### config.mk
export PLATFORM = sky130hd
export DESIGN_NAME = dbgcc_top
export DESIGN_NICKNAME = d
export VERILOG_FILES = /design/src/include/dbgcc_pkg.sv /design/src/include/dbgcc_stream_if.sv /design/src/rtl/dbgcc_fifo.sv /design/src/rtl/dbgcc_top.sv
export SDC_FILE = /design/constraint.sdc
export NUM_CORES = 1
export LEC_CHECK = 0
export BUFFER_PORTS_ARGS = -buffer_cell sky130_fd_sc_hd__buf_2
export CORE_UTILIZATION = 62
export CTS_BUF_LIST = sky130_fd_sc_hd__clkbuf_8
export DETAILED_ROUTE_END_ITERATION = 10
export PLACE_DENSITY = 0.83
export SETUP_SLACK_MARGIN = 0.05
export SLEW_MARGIN = 5
export SYNTH_ARGS = -nofsm -noshare
export SYNTH_HDL_FRONTEND = slang
export SYNTH_HIERARCHICAL = 1
export SYNTH_SLANG_ARGS = --single-unit
export TNS_END_PERCENT = 20
### constraint.sdc
create_clock -name sys_clk -period 15 [get_ports sys_clk]
set_clock_uncertainty 0.2 [all_clocks]
set_input_delay 2.25 -clock sys_clk [delete_from_list [all_inputs] [get_ports sys_clk]]
set_output_delay 2.25 -clock sys_clk [all_outputs]
set_load 0.1 [all_outputs]
### src/include/dbgcc_pkg.sv
// Constants shared by the debug comms, vector catch and single step block
`default_nettype none
package dbgcc_pkg;
   // ------------------------------------------------------------------
   // Coprocessor decode
   // ------------------------------------------------------------------
   localparam logic [3:0] DBGCC_CP_NUM      = 4'he;
   localparam logic [3:0] DBGCC_CRN_CTRL    = 4'h0;
   localparam logic [3:0] DBGCC_CRN_DATA    = 4'h1;

   // ------------------------------------------------------------------
   // Debugger scan frame: {rw, addr[4:0], data[31:0]}, lsb shifted first
   // ------------------------------------------------------------------
   localparam int          DBGCC_DATA_W      = 32;
   localparam int          DBGCC_ADDR_W      = 5;
   localparam int          DBGCC_FRAME_W     = 38;
   localparam int          DBGCC_ADDR_LSB    = 32;
   localparam int          DBGCC_RW_BIT      = 37;
   localparam logic [3:0]  DBGCC_CHAIN_DBG   = 4'h2;
   localparam logic [4:0]  DBGCC_A_DBG_CTRL  = 5'h00;
   localparam logic [4:0]  DBGCC_A_VCATCH    = 5'h02;
   localparam logic [4:0]  DBGCC_A_CH_CTRL   = 5'h04;
   localparam logic [4:0]  DBGCC_A_CH_DATA   = 5'h05;

   // ------------------------------------------------------------------
   // Register fields and reset values
   // ------------------------------------------------------------------
   localparam int          DBGCC_DBG_CTRL_W  = 4;
   localparam int          DBGCC_STEP_BIT    = 3;
   localparam int          DBGCC_VCATCH_W    = 8;
   localparam int          DBGCC_VER_LSB     = 28;
   localparam int          DBGCC_W_BIT       = 1;
   localparam int          DBGCC_R_BIT       = 0;
   localparam logic [3:0]  DBGCC_DBG_CTRL_RST = 4'h0;
   localparam logic [7:0]  DBGCC_VCATCH_RST  = 8'h00;
   localparam logic [31:0] DBGCC_VEC_BASE    = 32'h0000_0000;
   localparam int          DBGCC_VEC_SPAN_LSB = 5;

   // ------------------------------------------------------------------
   // Single step sequencer
   // ------------------------------------------------------------------
   typedef enum logic [1:0] {
      DBGCC_ST_RUN   = 2'b00,
      DBGCC_ST_ARMED = 2'b01,
      DBGCC_ST_TRAP  = 2'b11
   } dbgcc_step_e;
endpackage
`default_nettype wire

### src/include/dbgcc_stream_if.sv
// Valid/ready word stream between the channel logic and its buffer
`default_nettype none
interface dbgcc_stream_if #(parameter int W = 32);
   logic         valid;
   logic         ready;
   logic [W-1:0] data;
   modport src (output valid, output data, input ready);
   modport snk (input valid, input data, output ready);
endinterface
`default_nettype wire

### src/rtl/dbgcc_fifo.sv
// Small synchronous FIFO with valid/ready on both sides
`default_nettype none
module dbgcc_fifo #(
   parameter int W     = 32,
   parameter int DEPTH = 4
) (
   // Clock and reset
   input  wire logic   sys_clk,
   input  wire logic   rst,
   // Streams
   dbgcc_stream_if.snk in_s,
   dbgcc_stream_if.src out_s
);
   localparam int AW = (DEPTH > 1) ? $clog2(DEPTH) : 1;

   if (DEPTH < 2 || (1 << AW) != DEPTH) begin : g_bad_depth
      $error("dbgcc_fifo: DEPTH must be a power of two, at least 2");
   end
   if (W < 1) begin : g_bad_width
      $error("dbgcc_fifo: W must be positive");
   end

   logic [W-1:0] mem_r [DEPTH];
   logic [AW:0]  wr_ptr_r;
   logic [AW:0]  rd_ptr_r;
   logic         full;
   logic         empty;
   logic         push;
   logic         pop;

   // Extra pointer bit tells full from empty without a counter
   assign empty = (wr_ptr_r == rd_ptr_r);
   assign full  = (wr_ptr_r[AW-1:0] == rd_ptr_r[AW-1:0]) && (wr_ptr_r[AW] != rd_ptr_r[AW]);
   assign push  = in_s.valid && !full;
   assign pop   = out_s.ready && !empty;

   assign in_s.ready  = !full;
   assign out_s.valid = !empty;
   assign out_s.data  = mem_r[rd_ptr_r[AW-1:0]];

   always_ff @(posedge sys_clk) begin
      if (push) begin
         mem_r[wr_ptr_r[AW-1:0]] <= in_s.data;
      end
   end

   always_ff @(posedge sys_clk or posedge rst) begin
      if (rst) begin
         wr_ptr_r <= '0;
      end else if (push) begin
         wr_ptr_r <= wr_ptr_r + 1'b1;
      end
   end

   always_ff @(posedge sys_clk or posedge rst) begin
      if (rst) begin
         rd_ptr_r <= '0;
      end else if (pop) begin
         rd_ptr_r <= rd_ptr_r + 1'b1;
      end
   end
endmodule
`default_nettype wire

### src/rtl/dbgcc_top.sv
// Debug comms channel, vector catch and single step logic
`default_nettype none
module dbgcc_top
   import dbgcc_pkg::*;
#(
   parameter int         FIFO_DEPTH = 4,
   parameter logic [3:0] VER_CODE   = 4'h5  // Arbitrary version value
) (
   // Clock and reset
   input  wire logic                      sys_clk,
   input  wire logic                      rst,
   // Core fetch and debug status
   input  wire logic                      fetch_valid,
   input  wire logic [31:0]               fetch_addr,
   input  wire logic                      fetch_exc_entry,
   input  wire logic                      core_in_debug,
   input  wire logic                      instr_exec,
   input  wire logic                      core_cmpct,
   output logic                           breakpoint,
   // Coprocessor register transfers
   input  wire logic                      cp_valid,
   input  wire logic                      cp_read,
   input  wire logic [3:0]                cp_num,
   input  wire logic [3:0]                cp_crn,
   input  wire logic [dbgcc_pkg::DBGCC_DATA_W-1:0] cp_wdata,
   output logic                           cp_ack,
   output logic                           cp_undef,
   output logic [dbgcc_pkg::DBGCC_DATA_W-1:0] cp_rdata,
   // Interrupt indications
   output logic                           channel_rx_indication,
   output logic                           channel_tx_indication,
   // Debugger scan port (asynchronous pins)
   input  wire logic                      dbg_tck,
   input  wire logic                      dbg_tdi,
   input  wire logic                      dbg_shift,
   input  wire logic                      dbg_update,
   input  wire logic [3:0]                dbg_chain,
   output logic                           dbg_tdo
);
   // ------------------------------------------------------------------
   // Pin sampling
   // ------------------------------------------------------------------
   localparam int PIN_W = 8;
   logic [PIN_W-1:0] pin_s1_r;
   logic [PIN_W-1:0] pin_s2_r;
   logic [PIN_W-1:0] pin_s3_r;
   logic [PIN_W-1:0] pin_f_r;
   logic             tck_prev_r;
   logic             tck_rise;
   logic             p_tdi;
   logic             p_shift;
   logic             p_update;
   logic [3:0]       p_chain;

   // A bit counts only once the second and third stages agree
   always_ff @(posedge sys_clk or posedge rst) begin
      if (rst) begin
         pin_s1_r <= '0;
         pin_s2_r <= '0;
         pin_s3_r <= '0;
      end else begin
         pin_s1_r <= {dbg_tck, dbg_tdi, dbg_shift, dbg_update, dbg_chain};
         pin_s2_r <= pin_s1_r;
         pin_s3_r <= pin_s2_r;
      end
   end

   always_ff @(posedge sys_clk or posedge rst) begin
      if (rst) begin
         pin_f_r <= '0;
      end else begin
         pin_f_r <= (pin_s2_r & pin_s3_r) | (pin_f_r & (pin_s2_r | pin_s3_r));
      end
   end

   always_ff @(posedge sys_clk or posedge rst) begin
      if (rst) begin
         tck_prev_r <= 1'b0;
      end else begin
         tck_prev_r <= pin_f_r[7];
      end
   end

   assign tck_rise = pin_f_r[7] && !tck_prev_r;
   assign p_tdi    = pin_f_r[6];
   assign p_shift  = pin_f_r[5];
   assign p_update = pin_f_r[4];
   assign p_chain  = pin_f_r[3:0];

   // ------------------------------------------------------------------
   // Debugger scan frame
   // ------------------------------------------------------------------
   logic [DBGCC_FRAME_W-1:0] frame_r;
   logic                     frame_upd;
   logic                     frame_wr;
   logic [DBGCC_ADDR_W-1:0]  frame_addr;
   logic [DBGCC_DATA_W-1:0]  frame_data;
   logic [DBGCC_DATA_W-1:0]  frame_rd_val;

   // Chain zero never reaches the debug registers
   assign frame_upd  = tck_rise && p_update && (p_chain == DBGCC_CHAIN_DBG);
   assign frame_wr   = frame_r[DBGCC_RW_BIT];
   assign frame_addr = frame_r[DBGCC_ADDR_LSB +: DBGCC_ADDR_W];
   assign frame_data = frame_r[DBGCC_DATA_W-1:0];

   // ------------------------------------------------------------------
   // Debug control and vector catch registers
   // ------------------------------------------------------------------
   logic [DBGCC_DBG_CTRL_W-1:0] dbg_ctrl_r;
   logic [DBGCC_VCATCH_W-1:0]   vcatch_r;

   // The debugger is trusted to write this only while halted
   always_ff @(posedge sys_clk or posedge rst) begin
      if (rst) begin
         dbg_ctrl_r <= DBGCC_DBG_CTRL_RST;
      end else if (frame_upd && frame_wr && frame_addr == DBGCC_A_DBG_CTRL) begin
         dbg_ctrl_r <= frame_data[DBGCC_DBG_CTRL_W-1:0];
      end
   end

   always_ff @(posedge sys_clk or posedge rst) begin
      if (rst) begin
         vcatch_r <= DBGCC_VCATCH_RST;
      end else if (frame_upd && frame_wr && frame_addr == DBGCC_A_VCATCH) begin
         vcatch_r <= frame_data[DBGCC_VCATCH_W-1:0];
      end
   end

   // ------------------------------------------------------------------
   // Channel flags and data
   // ------------------------------------------------------------------
   dbgcc_stream_if #(.W(DBGCC_DATA_W)) in_s ();
   dbgcc_stream_if #(.W(DBGCC_DATA_W)) out_s ();

   logic [DBGCC_DATA_W-1:0] outbound_r;
   logic                    w_flag_r;
   logic                    r_flag;
   logic                    push_pend_r;
   logic [DBGCC_DATA_W-1:0] push_data_r;
   logic                    cp_ok;
   logic                    cp_wr_data;
   logic                    cp_rd_data;
   logic                    dbg_rd_out;
   logic                    dbg_wr_in;

   function automatic logic cp_hit(input logic [3:0] crn, input logic [3:0] want);
      cp_hit = (crn == want);
   endfunction

   // Coprocessor transfers do not exist in the compressed instruction state
   assign cp_ok      = cp_valid && (cp_num == DBGCC_CP_NUM) && !core_cmpct;
   assign cp_wr_data = cp_ok && !cp_read && cp_hit(cp_crn, DBGCC_CRN_DATA);
   assign cp_rd_data = cp_ok && cp_read && cp_hit(cp_crn, DBGCC_CRN_DATA);
   assign dbg_rd_out = frame_upd && !frame_wr && frame_addr == DBGCC_A_CH_DATA;
   assign dbg_wr_in  = frame_upd && frame_wr && frame_addr == DBGCC_A_CH_DATA;
   assign r_flag     = out_s.valid;

   // Core software polls W; an overwrite while full replaces the word
   always_ff @(posedge sys_clk or posedge rst) begin
      if (rst) begin
         outbound_r <= '0;
      end else if (cp_wr_data) begin
         outbound_r <= cp_wdata;
      end
   end

   // Set wins over the debugger's clear in the same cycle
   always_ff @(posedge sys_clk or posedge rst) begin
      if (rst) begin
         w_flag_r <= 1'b0;
      end else if (cp_wr_data) begin
         w_flag_r <= 1'b1;
      end else if (dbg_rd_out) begin
         w_flag_r <= 1'b0;
      end
   end

   // A debugger word waits here until the buffer accepts it
   always_ff @(posedge sys_clk or posedge rst) begin
      if (rst) begin
         push_pend_r <= 1'b0;
      end else if (dbg_wr_in) begin
         push_pend_r <= 1'b1;
      end else if (in_s.ready) begin
         push_pend_r <= 1'b0;
      end
   end

   always_ff @(posedge sys_clk or posedge rst) begin
      if (rst) begin
         push_data_r <= '0;
      end else if (dbg_wr_in) begin
         push_data_r <= frame_data;
      end
   end

   assign in_s.valid  = push_pend_r;
   assign in_s.data   = push_data_r;
   assign out_s.ready = cp_rd_data;

   dbgcc_fifo #(
      .W     (DBGCC_DATA_W),
      .DEPTH (FIFO_DEPTH)
   ) u_inbound (
      .sys_clk (sys_clk),
      .rst     (rst),
      .in_s    (in_s),
      .out_s   (out_s)
   );

   // ------------------------------------------------------------------
   // Flag synchronisers
   // ------------------------------------------------------------------
   logic [1:0] flag_t1_r;
   logic [1:0] flag_t2_r;
   logic [1:0] flag_c1_r;
   logic [1:0] flag_c2_r;

   // Debugger view advances only on test clock edges
   always_ff @(posedge sys_clk or posedge rst) begin
      if (rst) begin
         flag_t1_r <= '0;
         flag_t2_r <= '0;
      end else if (tck_rise) begin
         flag_t1_r <= {w_flag_r, r_flag};
         flag_t2_r <= flag_t1_r;
      end
   end

   always_ff @(posedge sys_clk or posedge rst) begin
      if (rst) begin
         flag_c1_r <= '0;
         flag_c2_r <= '0;
      end else begin
         flag_c1_r <= {w_flag_r, r_flag};
         flag_c2_r <= flag_c1_r;
      end
   end

   function automatic logic [DBGCC_DATA_W-1:0] ctrl_word(input logic [1:0] wr_flags);
      ctrl_word = '0;
      ctrl_word[DBGCC_VER_LSB +: 4] = VER_CODE;
      ctrl_word[DBGCC_W_BIT] = wr_flags[1];
      ctrl_word[DBGCC_R_BIT] = wr_flags[0];
   endfunction

   // ------------------------------------------------------------------
   // Scan shifting and read capture
   // ------------------------------------------------------------------
   always_comb begin
      frame_rd_val = '0;
      if (frame_addr == DBGCC_A_DBG_CTRL) begin
         frame_rd_val[DBGCC_DBG_CTRL_W-1:0] = dbg_ctrl_r;
      end else if (frame_addr == DBGCC_A_VCATCH) begin
         frame_rd_val[DBGCC_VCATCH_W-1:0] = vcatch_r;
      end else if (frame_addr == DBGCC_A_CH_CTRL) begin
         frame_rd_val = ctrl_word(flag_t2_r);
      end else if (frame_addr == DBGCC_A_CH_DATA) begin
         frame_rd_val = outbound_r;
      end
   end

   // A read frame reloads the data field to be shifted out next
   always_ff @(posedge sys_clk or posedge rst) begin
      if (rst) begin
         frame_r <= '0;
      end else if (frame_upd && !frame_wr) begin
         frame_r[DBGCC_DATA_W-1:0] <= frame_rd_val;
      end else if (tck_rise && p_shift && p_chain == DBGCC_CHAIN_DBG) begin
         frame_r <= {p_tdi, frame_r[DBGCC_FRAME_W-1:1]};
      end
   end

   always_ff @(posedge sys_clk or posedge rst) begin
      if (rst) begin
         dbg_tdo <= 1'b0;
      end else begin
         dbg_tdo <= frame_r[0];
      end
   end

   // ------------------------------------------------------------------
   // Coprocessor answers
   // ------------------------------------------------------------------
   always_ff @(posedge sys_clk or posedge rst) begin
      if (rst) begin
         cp_ack   <= 1'b0;
         cp_undef <= 1'b0;
      end else begin
         cp_ack   <= cp_ok;
         cp_undef <= cp_valid && !cp_ok;
      end
   end

   always_ff @(posedge sys_clk or posedge rst) begin
      if (rst) begin
         cp_rdata <= '0;
      end else if (cp_ok && cp_read && cp_hit(cp_crn, DBGCC_CRN_CTRL)) begin
         cp_rdata <= ctrl_word(flag_c2_r);
      end else if (cp_rd_data) begin
         cp_rdata <= out_s.data;
      end else if (cp_valid) begin
         cp_rdata <= '0;
      end
   end

   always_ff @(posedge sys_clk or posedge rst) begin
      if (rst) begin
         channel_rx_indication <= 1'b0;
         channel_tx_indication <= 1'b0;
      end else begin
         channel_rx_indication <= r_flag;
         channel_tx_indication <= !w_flag_r;
      end
   end

   // ------------------------------------------------------------------
   // Vector catch and single step (own comparators)
   // ------------------------------------------------------------------
   dbgcc_step_e step_r;
   logic        debug_prev_r;
   logic        vec_hit;
   logic        step_hit;

   // Ordinary branches into the vector area carry no exception-entry mark
   assign vec_hit = fetch_valid && fetch_exc_entry
      && fetch_addr[31:DBGCC_VEC_SPAN_LSB] == DBGCC_VEC_BASE[31:DBGCC_VEC_SPAN_LSB]
      && vcatch_r[fetch_addr[DBGCC_VEC_SPAN_LSB-1:2]];
   assign step_hit = (step_r == DBGCC_ST_ARMED) && instr_exec;

   always_ff @(posedge sys_clk or posedge rst) begin
      if (rst) begin
         debug_prev_r <= 1'b0;
      end else begin
         debug_prev_r <= core_in_debug;
      end
   end

   always_ff @(posedge sys_clk or posedge rst) begin
      if (rst) begin
         step_r <= DBGCC_ST_RUN;
      end else begin
         case (step_r)
            DBGCC_ST_RUN: begin
               if (debug_prev_r && !core_in_debug && dbg_ctrl_r[DBGCC_STEP_BIT]) begin
                  step_r <= DBGCC_ST_ARMED;
               end
            end
            DBGCC_ST_ARMED: begin
               if (step_hit) begin
                  step_r <= DBGCC_ST_TRAP;
               end
            end
            DBGCC_ST_TRAP: begin
               if (core_in_debug) begin
                  step_r <= DBGCC_ST_RUN;
               end
            end
            default: begin
               step_r <= DBGCC_ST_RUN;
            end
         endcase
      end
   end

   // A step trap is held until the core reaches debug, so a stalled core cannot miss it; a vector catch hit is not held
   always_ff @(posedge sys_clk or posedge rst) begin
      if (rst) begin
         breakpoint <= 1'b0;
      end else begin
         breakpoint <= vec_hit || step_hit || (step_r == DBGCC_ST_TRAP && !core_in_debug);
      end
   end
endmodule
`default_nettype wire

=== Word-level counts from Yosys, hierarchy flattened ===
Memories as Yosys holds them, arrays and structs flattened.
Index checks and enable logic that the tools add are counted.

* Flip-flop bits (word level): 204
* Bits in writable memories: 128
* Bits of input ports: 89
* Memories kept: 1

{| class="wikitable"
|+ Memories
! memory !! words !! width !! read ports !! clocked after Yosys merged registers in !! wr ports !! line !! text
|-
| u_inbound.mem_r || 4 || 32 || 1 || 0 || 1 || dbgcc_fifo.sv:23 || <nowiki>logic [W-1:0] mem_r [DEPTH];</nowiki>
|}

* Add/sub/neg operators: 2
* $lt $le $gt $ge: 1
* Equal/unequal tests: 15
* Mux-type cells: 23
* Bitwise logic cells: 5
* Reductions and logical operators: 49

{| class="wikitable"
|+ Operator list
! cell !! count
|-
| $mux W32 || 7
|-
| $logic_and A1 B1 Y1 || 29
|-
| $mux W28 || 1
|-
| $logic_not A27 Y1 || 1
|-
| $mux W24 || 1
|-
| $and A8 B8 Y8 || 2
|-
| $or A8 B8 Y8 || 2
|-
| $eq A5 B3 Y1 const B || 2
|-
| $logic_not A1 Y1 || 9
|-
| $mux W8 || 1
|-
| $ne A2 B2 Y1 const B || 4
|-
| $mux W1 || 7
|-
| $add A3 B1 Y3 const B || 2
|-
| $mux W2 || 3
|-
| $pmux W2 S3 || 1
|-
| $eq A5 B2 Y1 const B || 1
|-
| $logic_not A5 Y1 || 1
|-
| $eq A4 B1 Y1 const B || 1
|-
| $eq A4 B2 Y1 const B || 1
|-
| $eq A4 B4 Y1 const B || 1
|-
| $logic_not A4 Y1 || 1
|-
| $lt A3 B4 Y1 const B || 1
|-
| $mux W4 || 1
|-
| $reduce_bool A2 Y1 || 2
|-
| other kinds (12) || 13
|}

=== Longest topological paths before layout ===
Gate-level depths: netlist (run 1).

* Depth in word-level cells: 8
* Gate-level depth with buffers: 8

=== Modules after synthesis ===
The synthesis (run 1) kept the hierarchy.

{| class="wikitable"
|+ By module, submodules not included
! module !! instances !! cells an instance !! area an instance (µm²)
|-
| dbgcc_top || 1 || 539 || 7637.3
|-
| dbgcc_fifo || 1 || 214 || 5071.1
|}

=== Worst setup path before layout (run 1) ===
OpenSTA, ideal clock, no wires.

* Path kind: input to register
* Start: input cp_crn[3]
* End: register u_inbound.rd_ptr_r[2]
* Data arrival time: 3673 ps
* Required time: 14705 ps
* Setup slack: 11032 ps
* Stages: 7
* Cells stage by stage: or3_1 > nor3_1 > and3_1 > buf_2 > buf_2 > nand2_1 > o31ai_1

* Cells in the longest elaborated chain, start to end: 3

{| class="wikitable"
|+ Ends and longest elaborated chain
! what !! line !! text
|-
| from (decl) || dbgcc_top.sv:24 || <nowiki>input wire logic [3:0] cp_crn,</nowiki>
|-
| $eq A4 B1 Y1 || dbgcc_top.sv:147 || <nowiki>cp_hit = (crn == want);</nowiki>
|-
| $logic_and A1 B1 Y1 || dbgcc_top.sv:153 || <nowiki>assign cp_rd_data = cp_ok && cp_read && cp_hit(cp_crn, DBGCC_CRN_DATA);</nowiki>
|-
| via cp_rd_data || dbgcc_top.sv:142 || <nowiki>logic cp_rd_data;</nowiki>
|-
| $logic_and A1 B1 Y1 || dbgcc_fifo.sv:35 || <nowiki>assign pop = out_s.ready && !empty;</nowiki>
|-
| to (signal assigned) || dbgcc_fifo.sv:59 || <nowiki>rd_ptr_r <= rd_ptr_r + 1'b1;</nowiki>
|-
| to (decl) || dbgcc_fifo.sv:25 || <nowiki>logic [AW:0] rd_ptr_r;</nowiki>
|}

The timed path passes the listed nets, and every way through them passes these cells.
A chain may end at the register's enable or synchronous reset.

=== Worst setup path after layout (run 1) ===
* Start: register cp_rdata[11] (netlist name)
* End: output cp_rdata[11] (netlist name)

{| class="wikitable"
|+ RTL lines
! what !! line !! text
|-
| from (decl) || dbgcc_top.sv:28 || <nowiki>output logic [dbgcc_pkg::DBGCC_DATA_W-1:0] cp_rdata,</nowiki>
|-
| from (signal assigned) || dbgcc_top.sv:299 || <nowiki>cp_rdata <= ctrl_word(flag_c2_r);</nowiki>
|-
| from (signal assigned) || dbgcc_top.sv:301 || <nowiki>cp_rdata <= out_s.data;</nowiki>
|}

No word-level cell between the ends.

==> impl_summary.md, run 1 <==
Setup path
The startpoint type of the worst setup path is a register. Traced cell by cell, the critical path runs through buf_2. The worst reg-to-reg setup slack is 12.08 ns. For the worst flop-to-flop path, the logic depth is 4. The launching point of the worst reg2reg path is frame_r[33]. Among cell families on the critical path, the largest total delay comes from buffers and inverters.

The capturing element of the worst setup path is cp_rdata[11]. Among all stages on the critical path, the largest delay is contributed by buf_2. At the worst endpoint, the arrival time is 1.38 ns. The critical path class is reg -> out. The worst path buffer plus inverter count is 1. The required time at the endpoint of the critical path is 12.55 ns.

In this run the number of cells on the critical path is 1. The most critical setup path has its startpoint at cp_rdata[11]. The kind of end point of the critical path is an output port.

The worst-path maximum fanout is 2. The endpoint identified for the worst register-to-register timing path is in_s.data[23]. The largest stage delay on the critical path is 0.44 ns.

Power
The net switching component of the power is 364.8 uW. The proportion of total power due to net switching is 21.86%. The fraction of power consumed by sequential logic is 57.3%. The cell area power density is 115.6 nW/um2. The worst-case IR drop observed on VDD is 0.08400 mV. The share of total power dissipated in the clock network is 39.5%.

In this run, the combinational gates consume 3.2% of the power. The internal portion of the total power is 1304 uW. The analysis attributes to cell leakage a power of 0.006020 uW.

Logic synthesis
The commonest register cell after synthesis is dfrtp_1. After synthesis, the share of flip-flops with an asynchronous set or reset is 61.33%. The post-synthesis instance area is 12710 um2. The net count after synthesis is 847.

The flip-flop and latch count after synthesis is 331. In this run, distinct cell masters in the synthesized netlist total 58. The yosys synthesis warning count is 6. The number of synthesized flops with an enable pin is 128. Dividing the synthesized area by the synthesized cell count gives 16.88 um2. The share of the Yosys chip area taken by registers is 70.22%. The gate count of the mapped netlist is 753.

CTS
The number of cells upsized or downsized after cts is 0. The tree is rooted in a clkbuf_8. The number of buffers added for setup after CTS is 0. The H-tree was split into 2 levels.

The clock passes through at most 3 buffers. The TritonCTS buffer count is 49. Clock latency on the worst-skew pair, taken at its later pin, is 0.56 ns. Hold repair after CTS inserted 0 buffers. TritonCTS built the clock tree. For this design, the sink count on the clock tree is 331. After clock tree synthesis, the clock-pin slew on the worst setup and hold paths is 0.06 ns.

Route
For this block, the initial DRC count from the detailed router was 473. The count of nets left with antenna violations once routing finished came out at 0. The wire length per cell after detailed routing is 19.05 um. Wires add up to 23030 um. After detailed routing, the number of vias per cell comes to 5.682.

The total iterations of the first detailed-routing run is 4. The via count is 6869. The post-route DRC violation count is 0.

Floorplanning
From left edge to right edge, the die measures 145.2 um. Row generation in the floorplan step produced 52 rows. The placeable core region is 20170 um2. Pin placement for this block handled 127 I/O pins. The floorplan die height is 145.2 um. The die covers 21070 um2. The effective utilization at floorplan is 63.01%.

Placed design
Routability-driven placement finished with a final weighted congestion of 0.8190. The number of buffer cells added on primary ports is 124. Once placement completed, the tool counted placed cells totaling 1118. The final HPWL from detailed placement is 14720 um. The instance area after placement is 13530 um2. The post-place setup slack is 10.61 ns.

Layout
The number of antenna diodes in the final layout is 0. The final layout contains 993 nets. The post-route netlist has 33.87% of its cells at a drive strength greater than 1. The final instance area is 14440 um2.

The number of standard cells in the final layout excluding fillers is 1209. For this run, the share of the core covered by cells in the final layout is 71.58%. The area growth from synthesis to final layout is 13.60%. The number of filler instances in the final layout is 1239.

GRT
Global routing used 23.09% of the available tracks. For this run the aggregate overflow at the end of global routing stands at 0. The number of antenna violations at the first check in global routing is 0. The number of global-route vias before repair came to 7184. The first global-routing pass estimated 37690 um of wire. The maximum number of pins on one net before global-route repair is 139.

Timing
The final number of hold-violating endpoints came to 0. Setup repair after global routing left no endpoint under its margin. The post-layout worst setup margin is 11.17 ns. The final period utilization is 25.53%.

Setup violations remaining at the end of the flow were counted as 0. The max-slew violation count came to 0. The shortest clock period the worst path allows after layout is 3.829 ns.

The measured slew at the worst slew-check pin is 1.115 ns. The maximum clock rate is 0.2611 GHz. In this run the tightest slew margin relative to its limit is 25.56%. The total negative setup slack is 0 ns.

Hold path
The worst hold path class is reg -> reg.

Status
The run finished with clean final reports.

Run
The max-capacitance violation count is 0.
[flip-flops by register name (all words and copies together), names as in the netlist, 3 cells and up]
register / count
u_inbound/mem_r: 128
frame_r: 38
cp_rdata: 32
in_s.data: 32
outbound_r: 32
pin_f_r: 8
pin_s1_r: 8
pin_s2_r: 8
pin_s3_r: 8
vcatch_r: 8
dbg_ctrl_r: 4
u_inbound/rd_ptr_r: 3
u_inbound/wr_ptr_r: 3
[cells in the final DEF, fill, tap and decap left out, types with 3 or more instances in the layout]
cell	synthesis	final
xor2_1	3	3
o21ai_0	42	42
nor2b_1	5	5
clkinv_2	0	4
buf_4	6	7
nor4_1	5	5
nand4_1	5	5
clkbuf_8	0	56
nand2b_1	7	7
mux2i_1	4	4
mux2_2	47	47
mux2_4	29	29
a22o_1	30	30
edfxtp_1	128	128
dfrtp_1	203	202
clkinv_1	0	8
and3_2	0	3
nand2_1	17	17
nor2_1	9	9
xnor2_1	4	4
inv_1	36	57
nor3_1	4	4
buf_2	8	124
o31ai_1	7	7
mux4_2	34	34
maj3_1	8	8
a32oi_1	4	4
ha_1	5	5
nand3_1	3	3
o2bb2ai_1	5	5
a22oi_1	33	33
a21oi_1	5	5
[metrics by stage]
stage          total power (uW)  hold WS (ns)
2_1_floorplan              1005        0.1312
3_3_place_gp               1026        0.1313
3_5_place_dp               1028        0.1347
4_1_cts                    1683        0.1485
5_1_grt                    1729        0.1566
6_report                   1669        0.1476
[area by class of cell]
cell class	count	area (um2)	share of cell area (%)
tap	270	337.8	2.340
multi-input combinational	350	3447	23.88
clock buffer	56	770.7	5.339
clock inverter	35	140.1	0.9707
sequential	331	8925	61.82
inverter	36	142.6	0.9880
timing repair buffer	131	673.1	4.663
[synth_stat cells (all sizes together), types with 8 or more instances]
library cell  count  share of area (%)
dfrtp           203                 40
edfxtp          128                 30
mux2             76                7.6
o21ai            42                1.7
inv              36                1.1
mux4             34                6.0
a22oi            33                1.9
a22o             30                2.1
buf              21                1.2
nand2            17               0.50
clkbuf           15               0.45
nor2             10               0.32
maj3              8               0.63
[cell families (layout without fill, tap and decap cells)]
kind of cell / after synthesis / after routing / synth area share [%]
adder cells (fa/ha/maj): 13 / 13 / 1.122
flip-flops: 331 / 331 / 70.22
buffers and inverters: 72 / 258 / 2.688
AND/OR/NAND/NOR: 79 / 79 / 3.899
XOR/XNOR: 8 / 8 / 0.6105
AO/OA/AOI/OAI: 136 / 136 / 7.532
multiplexers: 114 / 114 / 13.93
[per-layer routing]
metal / vias to the layer above / wire length, um / share of wire (%) / track usage [%]
met5: - / 0 / 0 / 0
met4: 0 / 403 / 1.7 / 7.368
met3: 33 / 971 / 4.2 / 4.025
met2: 167 / 11500 / 50 / 38.29
met1: 3504 / 10160 / 44 / 31.55
li1: 3165 / - / - / -
[worst min path at each step]
stage                            start            to  slack, ns  depth (start not counted)
after floorplan           flag_c1_r[1]  flag_c2_r[1]       0.13                          0
after global placement     pin_s1_r[2]   pin_s2_r[2]       0.13                          0
after detailed placement   pin_s1_r[4]   pin_s2_r[4]       0.13                          0
after CTS                  pin_s1_r[4]   pin_s2_r[4]       0.15                          0
after global routing       pin_s1_r[4]   pin_s2_r[4]       0.16                          0
final                      pin_s1_r[6]   pin_s2_r[6]       0.15                          0
[power groups by stage]
stage	registers [uW]	clock network [uW]	logic [uW]
after floorplan	981	0	23.3
after global placement	972	0	53.2
after detailed placement	974	0	54.3
after CTS	956	672	54.5
after global routing	958	712	59.9
final	957	659	53.5
(Power assumes the default switching activity.)
==> run 2: changes to the inputs <==
--- a/config.mk
+++ b/config.mk
@@ -6,10 +6,10 @@
 export NUM_CORES = 1
 export LEC_CHECK = 0
 export BUFFER_PORTS_ARGS = -buffer_cell sky130_fd_sc_hd__buf_2
-export CORE_UTILIZATION = 62
+export CORE_UTILIZATION = 55
 export CTS_BUF_LIST = sky130_fd_sc_hd__clkbuf_8
 export DETAILED_ROUTE_END_ITERATION = 10
-export PLACE_DENSITY = 0.83
+export PLACE_DENSITY = 0.78
 export SETUP_SLACK_MARGIN = 0.05
 export SLEW_MARGIN = 5
 export SYNTH_ARGS = -nofsm -noshare
==> constraint.sdc (replaced) <==
create_clock -name sys_clk -period 3.5 [get_ports sys_clk]
set_clock_uncertainty 0.2 [all_clocks]
set_input_delay 0.525 -clock sys_clk [delete_from_list [all_inputs] [get_ports sys_clk]]
set_output_delay 0.525 -clock sys_clk [all_outputs]
set_load 0.1 [all_outputs]
==> run 2 against run 1 <==
Worst setup slack worse by 10 ns. Sequential share of layout area down 2.5 points. Register-to-register slack worse by 11 ns. Die area up 13%. Critical path depth up 3. Largest cell class unchanged. Highest routed layer unchanged.
==> impl_summary.md, run 2 (synthesis results as in run 1) <==
CTS
The number of buffers on the longest clock path is 3. Clock-pin slew was measured on the worst setup and hold paths at 0.06 ns. In this run the clock root is driven by a clkbuf_8.

Counting the buffers created by CTS gives 51. Counting every sink on the clock net gives 331. Once the clock tree was built, the resizer swapped 0 gates to a different size.

The clock reaches the later pin of the worst-skew pair after 0.56 ns. The TritonCTS clock tree is yes. The number of levels in the clock H-tree is 2.

Layout
The final design utilization is 66.48%. The most frequent standard cell in the layout excluding fill and tap cells is dfrtp_1. The count of inserted antenna diode cells is 0. The fraction of final layout cells sized beyond drive strength 1 is 34.11%. In the final design database the tool counted 1042 nets. The number of standard cells in the final layout excluding fillers is 1276. The area growth from synthesis to final layout is 18.43%. The library cells used most frequently in the layout, excluding fill and tap cells, are dfrtp_1 (202), edfxtp_1 (128), buf_2 (124). The number of flip-flops under the largest register name is 128.

Floorplanning
Once the floorplan was initialized, standard cells occupied 56.13% of the core. The floorplan die height is 154.0 um. The placeable core region is 22640 um2. In this run the core area contains 55 standard-cell rows. The die area is 23720 um2. The width of the die is 154.0 um.

The I/O pin count is 127.

Route
The count of nets left with antenna violations after detail routing is 0. The total iterations of the first detailed-routing run is 5. The post-route DRC violation count is 0. The highest layer used for signal routing is met4. The met1 wire length is 10230 um.

The wire length reported by the detailed router is 23590 um. After detailed routing, the average wire length per cell comes to 18.49 um. The met3 wire length is 933 um. The length of routed met2 wiring is 11760 um. The detailed router placed 7135 vias in this run. After the first detailed-routing iteration, the DRC count stood at 431. Dividing the detail-routed via count by the number of cells gives 5.592.

Timing
The minimum hold slack is 0.03684 ns. The max-slew violation count is 0. Setup repair after global routing left no endpoint under its margin.

The total negative setup slack is 0 ns. The shortest clock period the worst path allows after layout is 2.573 ns. At the pin with the least slew margin, the transition time is 1.071 ns. The worst slew slack as a fraction of its limit is 28.55%. The final period utilization is 73.53%. The final number of hold-violating endpoints came to 0. The number of setup violations in the final report is 0. For this run, the top clock speed supported by timing is 0.3886 GHz.

GRT
Entering global routing, the biggest net connects 118 pins. The wire length of the first global-routing pass is 38250 um. The total routing usage reported by global routing is 20.82%. The number of global-route vias before repair is 7272. The number of antenna violations at the first check in global routing is 0. The total overflow reported by the global router is 0.

Setup path
The required time at the endpoint of the critical path is 3.54 ns. The worst setup path is launched from a register. The slowest stage of the critical path is the xor2_1 cell. The critical path class is reg -> reg.

STA puts the critical path data arrival time at 2.62 ns. The largest stage delay on the critical path is 0.56 ns. In this design, the largest share of critical-path delay is due to simple AND/OR/NAND/NOR gates. Walking the worst path, the cells encountered are xor2_1 > or3_4 > and3_1 > buf_12. The kind of end point of the critical path is a register. The worst-path maximum fanout is 23. Together, buffers and inverters on the worst path number 1.

Placed design
Counting tap cells, the placed design contains a total of 1142 instances. The number of buffer cells added on primary ports is 124. Once detailed placement completed, the half-perimeter wirelength came to 14740 um. The congestion estimate from routability-driven global placement came to 0.8069.

Power
The design draws 7466 uW. The highest ir drop seen on vdd is 0.3419 mV. The cell area power density is 496.1 nW/um2. The analysis attributes to cell leakage a power of 0.006236 uW.

Run
Across the run, the number of max-cap violations was 0.

Hold path
In this run the worst hold path is classified as in -> reg.

Status
The run finished with clean final reports.
==> run 2: changes by cell type in the layout (fill, tap and decap cells not counted), sizes merged <==
cell         previous run  this run
clkinvlp                1         3
clkinv                 12        23
bufinv                  0         2
buf                   131       140
inv                    58        47
dlygate4sd3             0        38
clkbuf                 56        57
==> run 2: worst paths after layout <==
| path | start | to | slack, ns | cells after the start |
|---|---|---|---|---|
| worst max-delay path | u_inbound/wr_ptr_r[1] | u_inbound/mem_r[0][11] | 0.93 | 4 |
| worst min-delay path | cp_wdata[12] | outbound_r[12] | 0.04 | 2 |
| worst max register to register | u_inbound/wr_ptr_r[1] | u_inbound/mem_r[0][11] | 0.93 | 4 |
| worst min register to register | pin_s1_r[3] | pin_s2_r[3] | 0.15 | 0 |
| max in group asynchronous | rst | pin_f_r[4] | 1.77 | 4 |
| min in group asynchronous | rst | u_inbound/wr_ptr_r[0] | 0.27 | 3 |
==> run 2: metal layers <==
| metal | track usage (%) | up-vias |
|---|---|---|
| met1 | 27.56 | 3640 |
| met3 | 3.523 | 53 |
| met5 | 0 | - |
| met2 | 34.68 | 175 |
| met4 | 8.286 | 0 |
| li1 | - | 3267 |
==> run 2: layout make-up <==
type,instances,area [um2]
clock buffer,57,784.5
inverter,36,138.9
multi-input combinational,350,3443
fill,1528,7590
clock inverter,39,231.5
timing repair buffer,178,1171
sequential,331,8925
tap,285,356.6
==> run 2: timing repair <==
item,in CTS,in global routing
setup buffers,0,0
endpoints found under the hold margin,60,0
hold buffers,38,0
==> run 2: report_power, final <==
part / internal [uW] / leakage (uW) / switching, uW
sequential: 4060 / 0.00365 / 37.9
clock: 1660 / 0.000565 / 1440
combinational: 106 / 0.00202 / 162
==> run 2: worst reg2reg max path, cell delays in order (launching register included) <==
cell and delay, ns:
dfrtp_1 0.45, xor2_1 0.56, or3_4 0.26, and3_1 0.52, buf_12 0.27
==> run 2: through the flow <==
stage | setup slack [ns] | instance area [um2]
3_3_place_gp | 0.9135 | 13650
4_1_cts | 0.9086 | 15050
6_report | 0.9265 | 15050
3_5_place_dp | 0.8952 | 13650
2_1_floorplan | 0.2286 | 12710
5_1_grt | 0.7830 | 15050
